### config.mk
export PLATFORM = sky130hd
export DESIGN_NAME = bit_set_compare_skip
export DESIGN_NICKNAME = d
export VERILOG_FILES = /design/src/verilog/bsc_pkg.sv /design/src/verilog/operand_if.sv /design/src/verilog/bit_modify_unit.sv /design/src/verilog/subtract_compare_unit.sv /design/src/verilog/bit_set_compare_skip.sv
export VERILOG_INCLUDE_DIRS = /design/src /design/src/verilog
export SDC_FILE = /design/constraint.sdc
export NUM_CORES = 1
export LEC_CHECK = 0
export BUFFER_PORTS_ARGS = -buffer_cell sky130_fd_sc_hd__buf_2
export CORE_MARGIN = 8
export CORE_UTILIZATION = 61
export DETAILED_ROUTE_END_ITERATION = 10
export PLACE_DENSITY = 0.93
export SLEW_MARGIN = 30
export SYNTH_ARGS = -nofsm -noshare
export SYNTH_HDL_FRONTEND = slang
export SYNTH_SLANG_ARGS = --single-unit
### constraint.sdc
create_clock -name clk_sys -period 4.2 [get_ports clk_sys]
set_input_delay 0.42 -clock clk_sys [delete_from_list [all_inputs] [get_ports clk_sys]]
set_output_delay 0.42 -clock clk_sys [all_outputs]
set_load 0.1 [all_outputs]
### src/verilog/bsc_params.svh
// Constants for the bit set/clear and compare-skip execution block.
// Assumes inclusion by bare name from the design files; definitions only.
`ifndef BSC_PARAMS_SVH
`define BSC_PARAMS_SVH

// Register byte offsets on the APB slave.
`define OFF_INSTR       8'h00
`define OFF_ACC         8'h04
`define OFF_FLAGS       8'h08
`define OFF_STATUS      8'h0C
`define OFF_IO_BASE     8'h40
`define OFF_MEM_BASE    8'h80

// Instruction word fields.
`define INSTR_OP_MSB    15
`define INSTR_OP_LSB    12
`define INSTR_BIT_MSB   10
`define INSTR_BIT_LSB   8
`define INSTR_ARG_MSB   7
`define INSTR_ARG_LSB   0

// Status register bit positions.
`define STATUS_SKIP_BIT    0
`define STATUS_EQUAL_BIT   1
`define STATUS_DROPPED_BIT 2

// Reset values.
`define RST_INSTR       16'h0000
`define RST_ACC         8'h00
`define RST_FLAGS       4'h0
`define RST_BYTE        8'h00
`define RST_WORD        32'h0000_0000

// Default sizes.
`define IO_PORTS_DEF    4
`define MEM_DEPTH_DEF   16

`endif

### src/verilog/bsc_pkg.sv
// Types shared by the execution block and its helper units.
// Assumes nothing beyond a SystemVerilog compiler.
package bsc_pkg;

    typedef enum logic [3:0] {
        OP_NOP          = 4'h0,
        OP_IO_BIT_CLEAR  = 4'h1,
        OP_IO_BIT_SET    = 4'h2,
        OP_MEM_BIT_CLEAR = 4'h3,
        OP_MEM_BIT_SET   = 4'h4,
        OP_CMP_IMM       = 4'h5,
        OP_CMP_MEM       = 4'h6
    } op_t;

    typedef struct packed {
        logic overflowFlag;
        logic halfCarryFlag;
        logic carryFlag;
        logic zeroFlag;
    } flags_t;

    typedef enum logic {
        ST_IDLE    = 1'b0,
        ST_EXECUTE = 1'b1
    } fsm_t;

endpackage : bsc_pkg

### src/verilog/operand_if.sv
// Operand and result bundle between the core and its two datapath units.
// Assumes the core drives operands and the units answer combinationally.
`timescale 1ns/1ps
interface operand_if;
    import bsc_pkg::*;
    logic   [7:0] opA;
    logic   [7:0] opB;
    logic   [2:0] bitIdx;
    logic         bitVal;
    logic   [7:0] modByte;
    flags_t       diffFlags;
    logic         equal;

    modport core (output opA, opB, bitIdx, bitVal, input modByte, diffFlags, equal);
    modport bitm (input opB, bitIdx, bitVal, output modByte);
    modport cmp  (input opA, opB, output diffFlags, equal);
endinterface : operand_if

### src/verilog/bit_modify_unit.sv
// Single-bit force of a byte to 0 or 1.
// Assumes operands are stable for the whole cycle; purely combinational.
`timescale 1ns/1ps
module bit_modify_unit (
    operand_if.bitm ops     // operand bundle
);
    genvar i;
    generate
        for (i = 0; i < 8; i++) begin : g_bit
            assign ops.modByte[i] = (ops.bitIdx == 3'(i)) ? ops.bitVal : ops.opB[i];
        end
    endgenerate
endmodule : bit_modify_unit

### src/verilog/subtract_compare_unit.sv
// Subtraction flags and equality of two bytes, result itself discarded.
// Assumes carry means borrow, as a subtract of opB from opA yields.
`timescale 1ns/1ps
module subtract_compare_unit (
    operand_if.cmp ops      // operand bundle
);
    logic [8:0] diff;
    logic [4:0] lowDiff;

    assign diff    = {1'b0, ops.opA} - {1'b0, ops.opB};
    assign lowDiff = {1'b0, ops.opA[3:0]} - {1'b0, ops.opB[3:0]};

    assign ops.diffFlags.zeroFlag      = (diff[7:0] == 8'h00);
    assign ops.diffFlags.carryFlag     = diff[8];
    assign ops.diffFlags.halfCarryFlag = lowDiff[4];
    assign ops.diffFlags.overflowFlag  = (ops.opA[7] ^ ops.opB[7]) & (ops.opA[7] ^ diff[7]);
    assign ops.equal                   = (ops.opA == ops.opB);
endmodule : subtract_compare_unit

### src/verilog/bit_set_compare_skip.sv
// Execution core for single-bit set/clear and compare-and-skip instructions.
// Assumes an APB master on clk_sys; instructions arrive by writes to the
// instruction register, and the word written next after a skip is dropped.
//
// Contract
// - An IO bit-clear forces the chosen bit of the chosen IO port to 0, other bits kept.
// - An IO bit-set forces the chosen bit of the chosen IO port to 1, other bits kept.
// - A memory bit-clear writes 0 to the chosen bit of the memory byte, seven bits kept.
// - A memory bit-set writes 1 to the chosen bit of the memory byte, seven bits kept.
// - The four bit set/clear instructions leave all four arithmetic flags alone.
// - Compare-immediate skips the next instruction when the accumulator equals the byte.
// - Compare-immediate sets the flags as accumulator minus immediate would.
// - Compare-memory skips the next instruction when the accumulator equals the byte.
// - Compare-memory sets the flags as accumulator minus memory byte would.
// - Both compares update zero, carry, half-carry and overflow together.
//
// Local design decisions: the APB interface to the registers and the placing of the registers.
`timescale 1ns/1ps
`include "bsc_params.svh"
module bit_set_compare_skip import bsc_pkg::*; #(
    parameter int IO_PORTS  = `IO_PORTS_DEF,
    parameter int MEM_DEPTH = `MEM_DEPTH_DEF
) (
    input  wire logic                  clk_sys,     // system clock, 20 MHz
    input  wire logic                  reset_n,     // asynchronous reset, active low
    input  wire logic                  psel,        // APB select
    input  wire logic                  penable,     // APB enable
    input  wire logic                  pwrite,      // APB write
    input  wire logic [7:0]            paddr,       // APB byte address
    input  wire logic [31:0]           pwdata,      // APB write data
    output logic      [31:0]           prdata,      // APB read data
    output logic                       pready,      // APB ready
    output logic                       pslverr,     // APB error, unmapped or misaligned address
    output logic      [IO_PORTS*8-1:0] ioPorts,     // IO port registers, port 0 lowest
    output logic                       skipPending  // next instruction will be dropped
);
    localparam int IO_IDX_W  = (IO_PORTS  > 1) ? $clog2(IO_PORTS)  : 1;
    localparam int MEM_IDX_W = (MEM_DEPTH > 1) ? $clog2(MEM_DEPTH) : 1;
    localparam logic [7:0] IO_END  = 8'(`OFF_IO_BASE + 4 * IO_PORTS);
    localparam logic [7:0] MEM_END = 8'(`OFF_MEM_BASE + 4 * MEM_DEPTH);

    typedef struct packed {
        fsm_t                          state;
        logic [15:0]                   instr;
        logic [7:0]                    acc;
        flags_t                        flags;
        logic                          skip;
        logic                          lastEqual;
        logic                          lastDropped;
        logic [IO_PORTS-1:0][7:0]      io;
        logic [MEM_DEPTH-1:0][7:0]     mem;
        logic                          pready;
        logic                          pslverr;
        logic [31:0]                   prdata;
    } state_t;

    state_t                st_reg;
    state_t                st_next;

    operand_if             ops ();

    op_t                   execOp;
    logic [2:0]            bitIdx;
    logic [7:0]            argByte;
    logic [IO_IDX_W-1:0]   ioIdx;
    logic [MEM_IDX_W-1:0]  memIdx;
    logic                  inIo;
    logic                  inMem;
    logic                  hit;
    logic [IO_IDX_W-1:0]   apbIoIdx;
    logic [MEM_IDX_W-1:0]  apbMemIdx;
    logic [31:0]           readMux;
    logic                  xfer;
    logic                  execLive;

    bit_modify_unit u_bit (
        .ops (ops.bitm)
    );

    subtract_compare_unit u_cmp (
        .ops (ops.cmp)
    );

    // Decode of the latched instruction word.
    assign execOp   = op_t'(st_reg.instr[`INSTR_OP_MSB:`INSTR_OP_LSB]);
    assign bitIdx   = st_reg.instr[`INSTR_BIT_MSB:`INSTR_BIT_LSB];
    assign argByte  = st_reg.instr[`INSTR_ARG_MSB:`INSTR_ARG_LSB];
    assign ioIdx    = argByte[IO_IDX_W-1:0];
    assign memIdx   = argByte[MEM_IDX_W-1:0];
    assign execLive = (st_reg.state == ST_EXECUTE) && !st_reg.skip;

    // Operands for the datapath units: IO ops take the port byte, memory ops
    // and the memory compare take the memory byte, otherwise the immediate.
    assign ops.opA    = st_reg.acc;
    assign ops.bitIdx = bitIdx;
    assign ops.bitVal = (execOp == OP_IO_BIT_SET) || (execOp == OP_MEM_BIT_SET);
    always_comb begin
        case (execOp)
            OP_IO_BIT_CLEAR, OP_IO_BIT_SET: begin
                ops.opB = st_reg.io[ioIdx];
            end
            OP_MEM_BIT_CLEAR, OP_MEM_BIT_SET, OP_CMP_MEM: begin
                ops.opB = st_reg.mem[memIdx];
            end
            default: begin
                ops.opB = argByte;
            end
        endcase
    end

    // APB address decode; anything misaligned or outside the map answers an error.
    assign inIo      = (paddr >= `OFF_IO_BASE) && (paddr < IO_END);
    assign inMem     = (paddr >= `OFF_MEM_BASE) && (paddr < MEM_END);
    assign apbIoIdx  = IO_IDX_W'((paddr - `OFF_IO_BASE) >> 2);
    assign apbMemIdx = MEM_IDX_W'((paddr - `OFF_MEM_BASE) >> 2);
    assign hit       = (paddr[1:0] == 2'b00) &&
                       (inIo || inMem || paddr == `OFF_INSTR || paddr == `OFF_ACC ||
                        paddr == `OFF_FLAGS || paddr == `OFF_STATUS);
    assign xfer      = psel && penable && st_reg.pready;

    always_comb begin
        readMux = `RST_WORD;
        if (inIo) begin
            readMux[7:0] = st_reg.io[apbIoIdx];
        end else if (inMem) begin
            readMux[7:0] = st_reg.mem[apbMemIdx];
        end else begin
            case (paddr)
                `OFF_INSTR:  readMux[15:0] = st_reg.instr;
                `OFF_ACC:    readMux[7:0]  = st_reg.acc;
                `OFF_FLAGS:  readMux[3:0]  = st_reg.flags;
                `OFF_STATUS: begin
                    readMux[`STATUS_SKIP_BIT]    = st_reg.skip;
                    readMux[`STATUS_EQUAL_BIT]   = st_reg.lastEqual;
                    readMux[`STATUS_DROPPED_BIT] = st_reg.lastDropped;
                end
                default:     readMux = `RST_WORD;
            endcase
        end
    end

    always_comb begin
        st_next         = st_reg;
        st_next.pready  = 1'b0;
        st_next.pslverr = 1'b0;

        // Ready is held back while an instruction executes, so a bus write can
        // never collide with the execution write of the same cycle.
        if (psel && penable && !st_reg.pready && st_reg.state == ST_IDLE) begin
            st_next.pready  = 1'b1;
            st_next.pslverr = !hit;
            st_next.prdata  = (hit && !pwrite) ? readMux : `RST_WORD;
        end

        if (xfer && pwrite && hit) begin
            if (inIo) begin
                st_next.io[apbIoIdx] = pwdata[7:0];
            end else if (inMem) begin
                st_next.mem[apbMemIdx] = pwdata[7:0];
            end else begin
                case (paddr)
                    `OFF_INSTR: begin
                        st_next.instr = pwdata[15:0];
                        st_next.state = ST_EXECUTE;
                    end
                    `OFF_ACC:   st_next.acc   = pwdata[7:0];
                    `OFF_FLAGS: st_next.flags = flags_t'(pwdata[3:0]);
                    default:    ;
                endcase
            end
        end

        case (st_reg.state)
            ST_IDLE: begin
            end
            ST_EXECUTE: begin
                st_next.state = ST_IDLE;
                if (st_reg.skip) begin
                    // The dropped word only consumes the pending skip and sets the dropped status bit.
                    st_next.skip        = 1'b0;
                    st_next.lastDropped = 1'b1;
                end else begin
                    st_next.lastDropped = 1'b0;
                    case (execOp)
                        OP_IO_BIT_CLEAR, OP_IO_BIT_SET: begin
                            st_next.io[ioIdx] = ops.modByte;
                        end
                        OP_MEM_BIT_CLEAR, OP_MEM_BIT_SET: begin
                            st_next.mem[memIdx] = ops.modByte;
                        end
                        OP_CMP_IMM, OP_CMP_MEM: begin
                            // Accumulator and memory are left untouched here.
                            st_next.flags     = ops.diffFlags;
                            st_next.skip      = ops.equal;
                            st_next.lastEqual = ops.equal;
                        end
                        default: ;
                    endcase
                end
            end
            default: begin
                st_next.state = ST_IDLE;
            end
        endcase
    end

    always_ff @(posedge clk_sys or negedge reset_n) begin
        if (!reset_n) begin
            st_reg.state       <= ST_IDLE;
            st_reg.instr       <= `RST_INSTR;
            st_reg.acc         <= `RST_ACC;
            st_reg.flags       <= `RST_FLAGS;
            st_reg.skip        <= 1'b0;
            st_reg.lastEqual   <= 1'b0;
            st_reg.lastDropped <= 1'b0;
            st_reg.io          <= '0;
            st_reg.mem         <= '0;
            st_reg.pready      <= 1'b0;
            st_reg.pslverr     <= 1'b0;
            st_reg.prdata      <= `RST_WORD;
        end else begin
            st_reg <= st_next;
        end
    end

    assign prdata      = st_reg.prdata;
    assign pready      = st_reg.pready;
    assign pslverr     = st_reg.pslverr;
    assign ioPorts     = st_reg.io;
    assign skipPending = st_reg.skip;
endmodule : bit_set_compare_skip

Word-level counts from Yosys, hierarchy flattened:

Index checks and enable logic that the tools add are counted.

* register bits: 226
* input port bits: 45
* logic and storage cells: 171
* output and inout port bits: 67

* mux-type cells: 59
* reductions and logical operators: 37
* add/sub/neg operators: 4
* bitwise logic cells: 7
* equal/unequal tests: 19
* magnitude comparators: 12

Operators by type and width (count)
* $mux W128: 3
* $mux W160: 2
* $bwmux W128: 2
* $mux W167: 1
* $mux W8: 13
* $mux W32: 3
* $mux W29: 3
* $bmux W8 S4: 2
* $bwmux W32: 2
* $demux W8 S4: 2
* $mux W34: 1
* $bmux W8 S2: 2
* $demux W8 S2: 2
* $mux W24: 1
* $mux W17: 1
* $eq A8 B4 Y1 const B: 2
* $logic_not A8 Y1: 2
* $pmux W8 S2: 1
* $logic_and A1 B1 Y1: 14
* $eq A3 B3 Y1 const B: 4
* $eq A4 B3 Y1 const B: 3
* $mux W1: 12
* $pmux W3 S4: 1
* $reduce_and A4 Y1: 3
* 34 further kinds: 56

Longest topological paths before layout:

* depth after elaboration: 14
* mapped depth: 14
* depth with buffers taken out: 12

Modules after synthesis:

Synthesis repeated with hierarchy kept, for this count alone.

* cells, all modules: 1359
* area total of the unflattened synthesis: 13954.6 sq um

Modules (own cells, without submodules)
* bit_set_compare_skip: area each 13411.6 sq um, seq. area each 5255.0 sq um, cells an instance 1288, instances 1
* subtract_compare_unit: area each 397.9 sq um, seq. area each 0.0 sq um, cells an instance 55, instances 1
* bit_modify_unit: area each 145.1 sq um, seq. area each 0.0 sq um, cells an instance 16, instances 1

Least setup slack after synthesis:

Ideal clock, no wire load.

* kind: register to register
* start: register st_reg, in the netlist argByte[0]
* end: register st_reg[197] (netlist bit)
* required time: 4.135 ns
* setup time: 0.065 ns
* data arrival time: 3.346 ns
* path buffers: 2
* setup slack: 0.789 ns
* period minus slack after synthesis: 3.411 ns
* cell stages (with the launch flop): 14
* path through: dfrtp_1 > buf_2 > buf_4 > mux4_2 > mux2_2 > nand2_1 > nand2_1 > ha_1 > fa_1 > nand2b_1 > a21oi_1 > nand2_1 > a2111oi_0 > a31o_2

RTL lines
* from (decl): RTL line bit_set_compare_skip.sv:57 `state_t st_reg;`
* from (signal assigned): RTL line bit_set_compare_skip.sv:222 `st_reg <= st_next;`

==> qor.txt <==
Max transition margin: 35.09%
Synth Register Bits: 210
CTS sink cnt: 210
Top Ports: 112
Initial Util: 61.66%
Worst Path Max Fanout: 18
final core utilization: 66.37%
clk root buf: clkbuf_16
most frequent cell after synthesis: dfrtp_1
post-synth top area cell: dfrtp_1
worst-margin pin slew: 0.9701 ns
Hold Path Class: input port to asynchronous set/reset pin
CORE AREA: 0.02169 mm2
failing checks: hold timing
number of enable flip-flop cells after synthesis: 0
Vias/cell: 7.262
pin count of the biggest net entering global routing: 100
Final Cell Area: 0.01440 mm2
CTS Hold Bufs: 0
die area: 0.02692 mm2
antenna-violating nets left: 0
fin crit share: 98.14%
critical path type: register to register
Reg2Reg Depth: 9
All-Layer GR Usage: 30.89%
Avg Inst Size Synth: 10.60 um2
total of max-cap violations: 0
share of the synthesized area in the top cell type: 39.29%
Netlist cell types: 56
share of layout cells above drive strength 1: 23.93%
Design Power: 0.004528 W
Arr. time, crit path: 4.58 ns
Main synth FF type: dfrtp_1
GR Overflow Total: 0
Largest register FFs: 136
Req. time, crit path: 4.66 ns
Placed Area: 0.01358 mm2
Pwr per Cell Area: 314.6 mW/mm2
Die Span Y: 164.1 um
routability cong.: 0.9729
P_leak: 6.014 nW
TritonCTS buffer count: 23
Routed wire per std cell: 27.26 um
drt pass-1 iters: 7
Post-Synthesis Cell Area: 0.01337 mm2
Reg clk slew, reported paths: 0.06 ns
net count reported at finish: 1300
number of standard cells after synthesis: 1262
startpoint types: register
Vias: 11210
Final Hold Fails: 5
Rows: 54
unrepaired setup endpoints after global routing: no
register area: 0.005258 mm2
DIE WIDTH: 164.1 um
Detailed Route Iter0 Violations: 1811
clk_lat worst skew: 0.52 ns
Tmin final: 4.122 ns
multi-input logic area: 0.007293 mm2
Max Buffers Root-to-Sink: 3
first-pass GRT wire length: 63.75 mm
# setup viols final: 0
YS warnings: 0
clock tree from TritonCTS: yes
setup TNS: 0 ns
cts repair resizes: 0
antenna violations before repair: 1
dpl hpwl: 27.62 mm
post-synthesis sequential area ratio: 39.29%
Synth-to-Final Area Change: 7.634%
Clock Skew: 0.01588 ns
ys async rst share: 100.0%
most frequent cells after synthesis: dfrtp_1 (210), nor2_1 (181), mux2i_1 (178)
number of global-route vias before repair: 11270
Hold Slack: -0.02509 ns
FMAX: 0.2426 GHz
DRC violations left: 0
synth top area cells: dfrtp_1 (39%), mux4_2 (14%), mux2i_1 (13%), a21oi_1 (5.8%), nor2_1 (5.1%)
status: complete, but fails checks
I/O Buffers: 79
max-slew violation count: 0
Filler cells: 1493
CTS HTree Levels: 1
worst vdd ir: 0.2097 mV
Setup crit end kind: register
DRT Wirelength: 42.06 mm
worst paths after layout:
| path | slack (ns) | from | endpoint |
|---|---|---|---|
| min in group clk_sys | 0.14 | pwdata[15] | execOp[3]$_DFFE_PN0P_ |
| worst max-delay path | 0.08 | argByte[0]$_DFFE_PN0P_ | st_reg[197]$_DFF_PN0_ |
| worst min-delay path | -0.03 | reset_n | st_reg[145]$_DFF_PN0_ |
| worst min register to register | 0.50 | prdata[3]$_DFFE_PN0P_ | prdata[3]$_DFFE_PN0P_ |
| max in group asynchronous | 3.09 | reset_n | st_reg[85]$_DFF_PN0_ |
| worst max register to register | 0.08 | argByte[0]$_DFFE_PN0P_ | st_reg[197]$_DFF_PN0_ |
critical path, cell delays in order, from the launching register on:
cell       delay, ns
dfrtp_2         0.66
buf_4           0.38
mux4_2          0.55
mux2_2          0.29
a222oi_1        0.59
and2_1          0.24
ha_1            0.29
or3_1           0.39
a2111oi_0       0.45
a31o_2          0.21
layer usage:
metal  vias up  GRT usage (%)  part of all wire (%)
li1       4509              -                     -
met1      5397          37.37                    34
met2      1031          47.72                    45
met3       269          9.073                    14
met4         0          20.04                   7.2
met5         -              0                     0
through the flow:
stage                     worst slack [ns]  cells  hold slack, ns
after floorplan                     0.7894   1277          0.1244
after global placement              0.3051   1500          0.4666
after detailed placement            0.1739   1500          0.4918
after CTS                           0.1411   1541         0.03564
after global routing               0.03645   1542         0.05433
final                              0.07825   1543        -0.02509
cells by family (layout without fill, tap and decap cells):
family | after synthesis | in the layout | share of synthesized area (%)
AO/OA/AOI/OAI | 228 | 228 | 9.777
XOR/XNOR | 6 | 6 | 0.3930
flip-flops | 210 | 210 | 39.29
multiplexers | 308 | 308 | 31.34
AND/OR/NAND/NOR | 324 | 324 | 11.10
other | 1 | 17 | 0.02804
adder cells (fa/ha/maj) | 9 | 9 | 0.8982
buffers and inverters | 176 | 161 | 7.166
layout make-up:
| type | instances | share of cell area, % |
|---|---|---|
| diodes | 1 | 0.01738 |
| repair buffers | 109 | 4.520 |
| inverters | 11 | 0.2868 |
| flip-flops and latches | 210 | 36.52 |
| clock buffers | 30 | 4.459 |
| clock inverters | 11 | 1.095 |
| well taps | 280 | 2.434 |
| multi-input cells | 891 | 50.66 |
power breakdown:
| part | internal [W] | switching [W] | leakage [nW] |
|---|---|---|---|
| Sequential | 0.00203 | 0.00000819 | 2.08 |
| Combinational | 0.0000708 | 0.000257 | 3.53 |
| Clock | 0.00132 | 0.000842 | 0.396 |
placed cells by master (no fill, tap or decap), drive strengths merged, types with 8 or more instances in the layout:
cell type,Yosys,routed
mux2,46,46
a222oi,8,8
a221oi,9,9
mux2i,178,178
nor3,9,9
nand4,18,18
nor2b,8,8
dfrtp,210,210
buf,108,108
ha,8,8
o21ai,23,23
a22o,8,8
nand2,48,48
conb,1,16
inv,11,11
clkbuf,57,31
nor2,187,187
a31oi,9,9
mux4,84,84
a21oi,154,154
nand3,11,11
nand2b,12,12
what timing repair did:
item	in CTS	in global routing
setup endpoints to repair	0	1
hold endpoints to repair	0	0
setup buffers	0	1
(Power assumes the default switching activity.)
